===== src/adccc_pkg.sv =====
// Package for the converter control block: register layout, codes, timing.
// Assumes a single 100 MHz system clock domain.
package adccc_pkg;

    // ------------------------------------------------------------
    // Register map
    // ------------------------------------------------------------
    localparam logic [3:0]  CTRL_OFFSET     = 4'h0;
    localparam logic [3:0]  STATUS_OFFSET   = 4'h4;
    localparam logic [15:0] CTRL_RESET      = 16'h0200;
    localparam int          ACQ_HI          = 9;
    localparam int          ACQ_LO          = 8;
    localparam int          ARM_BIT         = 7;
    localparam int          POWER_BIT       = 5;
    localparam int          MODE_HI         = 4;
    localparam int          MODE_LO         = 3;
    localparam int          TYPE_HI         = 2;
    localparam int          TYPE_LO         = 0;
    localparam logic [15:0] CTRL_WMASK      = 16'h03BF;

    // ------------------------------------------------------------
    // Field codes
    // ------------------------------------------------------------
    localparam logic [1:0] ACQ_2   = 2'h0;
    localparam logic [1:0] ACQ_4   = 2'h1;
    localparam logic [1:0] ACQ_8   = 2'h2;
    localparam logic [1:0] ACQ_16  = 2'h3;

    typedef enum logic [1:0] {
        MODE_SINGLE = 2'b00,
        MODE_DIFF   = 2'b01,
        MODE_PSEUDO = 2'b10,
        MODE_RSVD   = 2'b11
    } adccc_mode_t;

    typedef enum logic [2:0] {
        TRIG_PIN    = 3'b000,
        TRIG_TIMER2 = 3'b001,
        TRIG_SECOND_GENERAL_TIMER = 3'b010,
        TRIG_SINGLE = 3'b011,
        TRIG_CONT   = 3'b100,
        TRIG_LOGIC  = 3'b101,
        TRIG_RSVD6  = 3'b110,
        TRIG_RSVD7  = 3'b111
    } adccc_trig_t;

    // ------------------------------------------------------------
    // Timing
    // ------------------------------------------------------------
    localparam int CLK_MHZ        = 100;
    localparam int POWERUP_US     = 5;
    localparam int POWERUP_CYCLES = POWERUP_US * CLK_MHZ;

    // Converter-side request bundle
    typedef struct packed {
        logic        start;
        logic        powerOn;
        adccc_mode_t mode;
        logic [4:0]  acqClocks;
    } adccc_conv_t;

endpackage


===== src/adccc_sync.sv =====
// Three-stage synchroniser with agreement filter for an outside pin.
// Assumes the pin is asynchronous to sys_clk.
`timescale 1ns/1ps
`default_nettype none
module adccc_sync (
    input  wire logic sys_clk,  // System clock
    input  wire logic rst,      // Async reset, high
    input  wire logic clkEn,    // Clock enable
    input  wire logic pinIn,    // Raw pin
    output logic      levelOut  // Filtered level
);
    logic [2:0] stage_q;
    logic [2:0] stage_d;
    logic       level_q;
    logic       level_d;

    always_comb begin
        stage_d = {stage_q[1:0], pinIn};
        level_d = level_q;
        // Only the later two stages are compared; stage 0 feeds stage 1 alone
        if (stage_q[1] == stage_q[2]) begin
            level_d = stage_q[2];
        end
    end

    always_ff @(posedge sys_clk or posedge rst) begin
        if (rst) begin
            stage_q <= 3'h0;
            level_q <= 1'b0;
        end else if (clkEn) begin
            stage_q <= stage_d;
            level_q <= level_d;
        end
    end

    assign levelOut = level_q;
endmodule
`default_nettype wire


===== src/adccc_top.sv =====
// Conversion control register and trigger selection for a SAR converter.
// Assumes a register port master on sys_clk and a converter that pulses
// convDone when a conversion ends; timer and logic-array triggers are
// single-cycle pulses on sys_clk.
//
// The strobed register port and the register addresses are this design's own decisions.
`timescale 1ns/1ps
`default_nettype none
module adccc_top
    import adccc_pkg::*;
#(
    parameter int POWERUP_CNT = adccc_pkg::POWERUP_CYCLES
) (
    input  wire logic               sys_clk,                          // System clock
    input  wire logic               rst,                              // Async reset, high
    input  wire logic               clkEn,                            // Freezes state when low
    input  wire logic [3:0]         regAddr,                          // Register byte address
    input  wire logic [15:0]        regWdata,                         // Write data
    input  wire logic               regWr,                            // Write strobe
    input  wire logic               regRd,                            // Read strobe
    output logic      [15:0]        regRdata,                         // Read data, next cycle
    input  wire logic               external_convert_pin,             // Start pin, async
    input  wire logic               first_general_timer,              // Timer pulse
    input  wire logic               second_general_timer,             // Timer pulse
    input  wire logic               programmable_logic_array_trigger, // Logic array pulse
    input  wire logic               convDone,                         // Conversion finished
    output adccc_pkg::adccc_conv_t  conv                              // To converter
);
    import adccc_pkg::*;

    // ------------------------------------------------------------
    // Helpers
    // ------------------------------------------------------------
    function automatic logic [4:0] acqDecode(input logic [1:0] code);
        case (code)
            ACQ_2:   acqDecode = 5'h02;
            ACQ_4:   acqDecode = 5'h04;
            ACQ_8:   acqDecode = 5'h08;
            ACQ_16:  acqDecode = 5'h10;
            default: acqDecode = 5'h08;
        endcase
    endfunction

    // ------------------------------------------------------------
    // Pin input and edge detect
    // ------------------------------------------------------------
    logic pinLevel;
    logic pinPrev_q;
    logic pinPrev_d;

    adccc_sync u_sync (
        .sys_clk  (sys_clk),
        .rst      (rst),
        .clkEn    (clkEn),
        .pinIn    (external_convert_pin),
        .levelOut (pinLevel)
    );

    assign pinPrev_d = pinLevel;
    wire pinEdge = pinLevel & ~pinPrev_q;

    // ------------------------------------------------------------
    // State
    // ------------------------------------------------------------
    logic [15:0] ctrl_q;
    logic [15:0] ctrl_d;
    logic [15:0] rdata_q;
    logic [15:0] rdata_d;
    logic        busy_q;
    logic        busy_d;
    logic        single_q;
    logic        single_d;
    logic        start_q;
    logic        start_d;
    logic [15:0] pwrCnt_q;
    logic [15:0] pwrCnt_d;
    // Set by a continuous start, so the chain outlives the arm bit
    logic        contRun_q;
    logic        contRun_d;

    adccc_trig_t trig;
    logic        armed;
    logic        powered;
    logic        trigHit;
    logic        contRun;
    logic        pwrReady;

    assign trig     = adccc_trig_t'(ctrl_q[TYPE_HI:TYPE_LO]);
    assign armed    = ctrl_q[ARM_BIT];
    assign powered  = ctrl_q[POWER_BIT];
    assign pwrReady = (pwrCnt_q == 16'h0000);

    always_comb begin
        trigHit = 1'b0;
        case (trig)
            TRIG_PIN:    trigHit = pinEdge;
            TRIG_TIMER2: trigHit = second_general_timer;
            TRIG_SECOND_GENERAL_TIMER: trigHit = first_general_timer;
            TRIG_SINGLE: trigHit = ~single_q;
            TRIG_CONT:   trigHit = 1'b1;
            TRIG_LOGIC:  trigHit = programmable_logic_array_trigger;
            default:     trigHit = 1'b0;
        endcase
    end

    // Continuous mode keeps running even after the arm bit drops
    assign contRun = (trig == TRIG_CONT) & contRun_q;

    always_comb begin
        ctrl_d   = ctrl_q;
        busy_d   = busy_q;
        single_d = single_q;
        start_d  = 1'b0;
        rdata_d  = 16'h0000;
        pwrCnt_d = pwrCnt_q;
        contRun_d = contRun_q;

        if (!powered) begin
            pwrCnt_d = POWERUP_CNT[15:0];
        end else if (!pwrReady) begin
            pwrCnt_d = pwrCnt_q - 16'h0001;
        end

        if (regWr && regAddr == CTRL_OFFSET) begin
            ctrl_d = regWdata & CTRL_WMASK;
            if (regWdata[TYPE_HI:TYPE_LO] != TRIG_SINGLE) begin
                single_d = 1'b0;
            end
        end

        if (convDone) begin
            busy_d = 1'b0;
            if (trig == TRIG_SINGLE && single_q) begin
                // Hardware return wins over a same-cycle software write
                ctrl_d[TYPE_HI:TYPE_LO] = TRIG_PIN;
                single_d                = 1'b0;
            end
        end

        // New starts only when powered and idle, and either armed or in a running continuous chain
        if (powered && !busy_q && !start_q) begin
            if ((armed && trigHit) || (contRun && trigHit)) begin
                start_d = 1'b1;
                busy_d  = 1'b1;
                if (trig == TRIG_SINGLE) begin
                    single_d = 1'b1;
                end
                if (trig == TRIG_CONT) begin
                    contRun_d = 1'b1;
                end
            end
        end else if (!powered) begin
            busy_d = 1'b0;
        end

        // Chain ends once software leaves continuous type or powers down
        if (ctrl_d[TYPE_HI:TYPE_LO] != TRIG_CONT || !ctrl_d[POWER_BIT]) begin
            contRun_d = 1'b0;
        end

        if (regRd) begin
            case (regAddr)
                CTRL_OFFSET:   rdata_d = ctrl_q;
                STATUS_OFFSET: rdata_d = {13'h0000, pwrReady, single_q, busy_q};
                default:       rdata_d = 16'h0000;
            endcase
        end
    end

    always_ff @(posedge sys_clk or posedge rst) begin
        if (rst) begin
            ctrl_q    <= CTRL_RESET;
            rdata_q   <= 16'h0000;
            busy_q    <= 1'b0;
            single_q  <= 1'b0;
            start_q   <= 1'b0;
            pwrCnt_q  <= POWERUP_CNT[15:0];
            contRun_q <= 1'b0;
            pinPrev_q <= 1'b0;
        end else if (clkEn) begin
            ctrl_q    <= ctrl_d;
            rdata_q   <= rdata_d;
            busy_q    <= busy_d;
            single_q  <= single_d;
            start_q   <= start_d;
            pwrCnt_q  <= pwrCnt_d;
            contRun_q <= contRun_d;
            pinPrev_q <= pinPrev_d;
        end
    end

    // ------------------------------------------------------------
    // Outputs
    // ------------------------------------------------------------
    adccc_conv_t conv_q;
    always_ff @(posedge sys_clk or posedge rst) begin
        if (rst) begin
            conv_q <= '{start: 1'b0, powerOn: 1'b0, mode: MODE_SINGLE, acqClocks: 5'h08};
        end else if (clkEn) begin
            conv_q.start     <= start_d;
            conv_q.powerOn   <= ctrl_d[POWER_BIT];
            conv_q.mode      <= adccc_mode_t'(ctrl_d[MODE_HI:MODE_LO]);
            conv_q.acqClocks <= acqDecode(ctrl_d[ACQ_HI:ACQ_LO]);
        end
    end

    assign conv     = conv_q;
    assign regRdata = rdata_q;
endmodule
`default_nettype wire


===== config.mk =====
export PLATFORM = sky130hd
export DESIGN_NAME = adccc_top
export DESIGN_NICKNAME = d
export VERILOG_FILES = /design/src/adccc_pkg.sv /design/src/adccc_sync.sv /design/src/adccc_top.sv
export SDC_FILE = /design/constraint.sdc
export NUM_CORES = 1
export LEC_CHECK = 0
export BUFFER_PORTS_ARGS = -buffer_cell sky130_fd_sc_hd__clkbuf_2
export CAP_MARGIN = 15
export CORE_UTILIZATION = 25
export DETAILED_ROUTE_END_ITERATION = 8
export PLACE_DENSITY = 0.54
export SYNTH_ARGS = -nofsm -noshare
export SYNTH_HDL_FRONTEND = slang
export SYNTH_HIERARCHICAL = 1
export SYNTH_SLANG_ARGS = --single-unit

===== constraint.sdc =====
create_clock -name sys_clk -period 2.6 [get_ports sys_clk]
set_clock_uncertainty 0.2 [all_clocks]
set_input_delay 0.78 -clock sys_clk [delete_from_list [all_inputs] [get_ports sys_clk]]
set_output_delay 0.78 -clock sys_clk [all_outputs]
set_load 0.1 [all_outputs]

==> impl_metrics.json <==
{
  "post-cts-setup-buffers": 0,
  "grt_pass1_wl_mm": 10.2,
  "cts_tree": "done",
  "ctsResizeCount": 0,
  "wl_mm": 6.03,
  "drv_slew": 0,
  "power_frac_comb": 0.303,
  "drive_gt1_frac": 0.322,
  "cp.arrival_ns": 1.40,
  "vias_per_cell": 4.62,
  "syn2layout_area_growth_pct": 14.0,
  "synthMostInstantiatedCell": "dfrtp_1",
  "p_switching_mw": 0.764,
  "ios": 55,
  "cts-htree-levels": 2,
  "place_area_um2": 2920,
  "ant_nets": 0,
  "crit_family": "flip-flops",
  "synth_cell_types": 58,
  "p_seq_frac": 0.473,
  "route.detailed.wl_per_inst_um": 14.1,
  "clk_pin_slew_ns": 0.09,
  "ys.warnings.count": 6,
  "yosysTopAreaCell": "dfrtp_1",
  "vdd_drop_max_mv": 0.372,
  "numCtsBuffers": 5,
  "vias": 1978,
  "critPathMaxStageDelay_ns": 0.57,
  "clock-sinks": 47,
  "start_util": 0.257,
  "fill_cells": 1098,
  "floorplan.die.height_um": 105,
  "fin_area_um2": 3000,
  "dp_hpwl_mm": 4.34,
  "drv_cap": 0,
  "crit_chain": "clkbuf_2",
  "cp-start-kind": "flop",
  "portBuffers": 39,
  "avgSynthCellArea_um2": 10.5,
  "clockRootBuffer": "clkbuf_8",
  "use_met3": 0.0262,
  "ys_top_cells_by_count": "39 x dfrtp_1, 19 x nor2_1, 18 x nand2_1",
  "slowest_stage": "dfrtp_1",
  "synth_sequential_area_ratio": 0.450,
  "clock_path_buffers": 2,
  "final.min_clock_period_ns": 2.38,
  "diodes": 0,
  "final_util": 0.292,
  "slew-limit-headroom": 0.618,
  "setup_viol_count_final": 0,
  "gp_congestion": 0.749,
  "leakage_nw": 1.30,
  "num_rows": 37,
  "path_max_fanout": 10,
  "clock_latency_ns": 0.30,
  "drtPass1Iterations": 4,
  "yosys.area.top_type_share": 0.370,
  "post-route-drc-count": 0,
  "p_int_mw": 1.21,
  "cts_hold_buf": 0,
  "hold_class": "primary input to async pin",
  "antenna_found_initial": 0,
  "finalHoldViolCount": 0,
  "pre_cts_slack_ns": 0.172,
  "gr-usage-met1": 0.169,
  "fmax_ghz": 0.421,
  "synthesis.area_um2": 2640,
  "grt_start_max_net_pins": 44,
  "status": "complete, no violations",
  "critPathKind": "flop to primary output",
  "nets": 323,
  "die_width_um": 105,
  "overflow": 0,
  "netlist_instances": 252,
  "ys.flop_type": "dfrtp_1",
  "track_usage": 0.117,
  "cp-end-kind": "primary output",
  "setup_tns_ns": 0,
  "top_usage_layer": "met2",
  "grtUsageMet2": 0.175,
  "rsz0062_at_grt": "false",
  "drtIter0Drc": 74,
  "core_area_um2": 10300,
  "dieArea_um2": 11000,
  "tightest_slew_ns": 0.573,
  "path_buf_inv": 1,
  "synth_seq_cells": 47,
  "swShare": 0.388,
  "power_frac_clock": 0.225,
  "cp.required_ns": 1.62,
  "fin_ws_ns": 0.224,
  "grt_pass1_vias": 1971,
  "async_flop_share": 1.00,
  "synthTopCellsByArea": "dfrtp_1 37%, dfstp_2 8.0%, mux2_2 4.7%",
  "synth_edf_count": 0,
  "powerDensity_nw_per_um2": 656,
  "fin_crit_sh": 0.914
}
## layout make-up
class | count | area [µm²] | share of cell area
multi-input cells | 177 | 1250 | 0.415
flip-flops and latches | 47 | 1190 | 0.395
repair buffers | 50 | 278 | 0.0925
well taps | 136 | 170 | 0.0566
clock buffers | 6 | 72.6 | 0.0242
inverters | 10 | 37.5 | 0.0125
clock inverters | 2 | 12.5 | 0.00416
## flip-flops by register name, summed over array words and instances, names as in the netlist
register	cells
regRdata	9
u_sync/levelOut	1
busy_q	1
ctrl_q	9
conv	5
u_sync/stage_q	3
contRun_q	1
pinPrev_q	1
single_q	1
pwrCnt_q	16
## per-layer routing
metal / routed length [µm] / up-vias
met5: 0 / -
met4: 61 / 0
met3: 215 / 4
met2: 2670 / 36
met1: 3090 / 963
li1: - / 975
## power by group through the flow
stage | registers [mW] | clock network [mW] | logic [mW]
floorplan | 0.981 | 0 | 0.477
global placement | 0.942 | 0 | 0.597
detailed placement | 0.944 | 0 | 0.604
CTS | 0.931 | 0.463 | 0.605
global route | 0.947 | 0.485 | 0.653
finish | 0.931 | 0.442 | 0.597
## cells in the final DEF (no fill, tap or decap), types with 5 or more instances in the layout
cell	n
o2bb2ai_1	5
dfrtp_1	39
mux2i_1	10
nand2_1	18
a22o_1	7
conb_1	8
mux2_2	11
o31ai_1	5
inv_1	10
o21ai_0	9
buf_4	11
clkbuf_8	5
nand2b_1	6
dfstp_2	8
a21oi_1	10
nor2_1	19
a31oi_1	5
clkbuf_2	39
## worst paths after layout
kind                                   start           endpoint  slack (ns)  cells past startpoint
worst min register to register   regRdata[0]        regRdata[0]        0.30                      1
worst max-delay path               ctrl_q[5]            conv[7]        0.22                      1
min in group sys_clk             regRdata[0]        regRdata[0]        0.30                      1
worst min-delay path                     rst  u_sync/stage_q[2]        0.14                      2
max in group asynchronous                rst          pinPrev_q        1.39                      3
worst max register to register  pwrCnt_q[10]        pwrCnt_q[3]        0.43                      5
## through the flow
stage               total power [mW]  std cells  hold slack [ns]
floorplan                       1.46        259            0.269
global placement                1.54        420            0.278
detailed placement              1.55        420            0.276
CTS                             2.00        428            0.139
global route                    2.08        428            0.148
finish                          1.97        428            0.145
## cells by family after synthesis
logic type                 count (synthesis)  share of synthesized area
other                                      1                    0.00142
DFF                                       47                      0.450
and+or+nand+nor                           89                      0.207
AOI/OAI and AO/OA                         57                      0.160
muxes                                     21                     0.0850
buffers and inverters                     35                     0.0869
adders and majority gates                  2                    0.00949
Note: power is estimated with default switching activity, not from simulation.
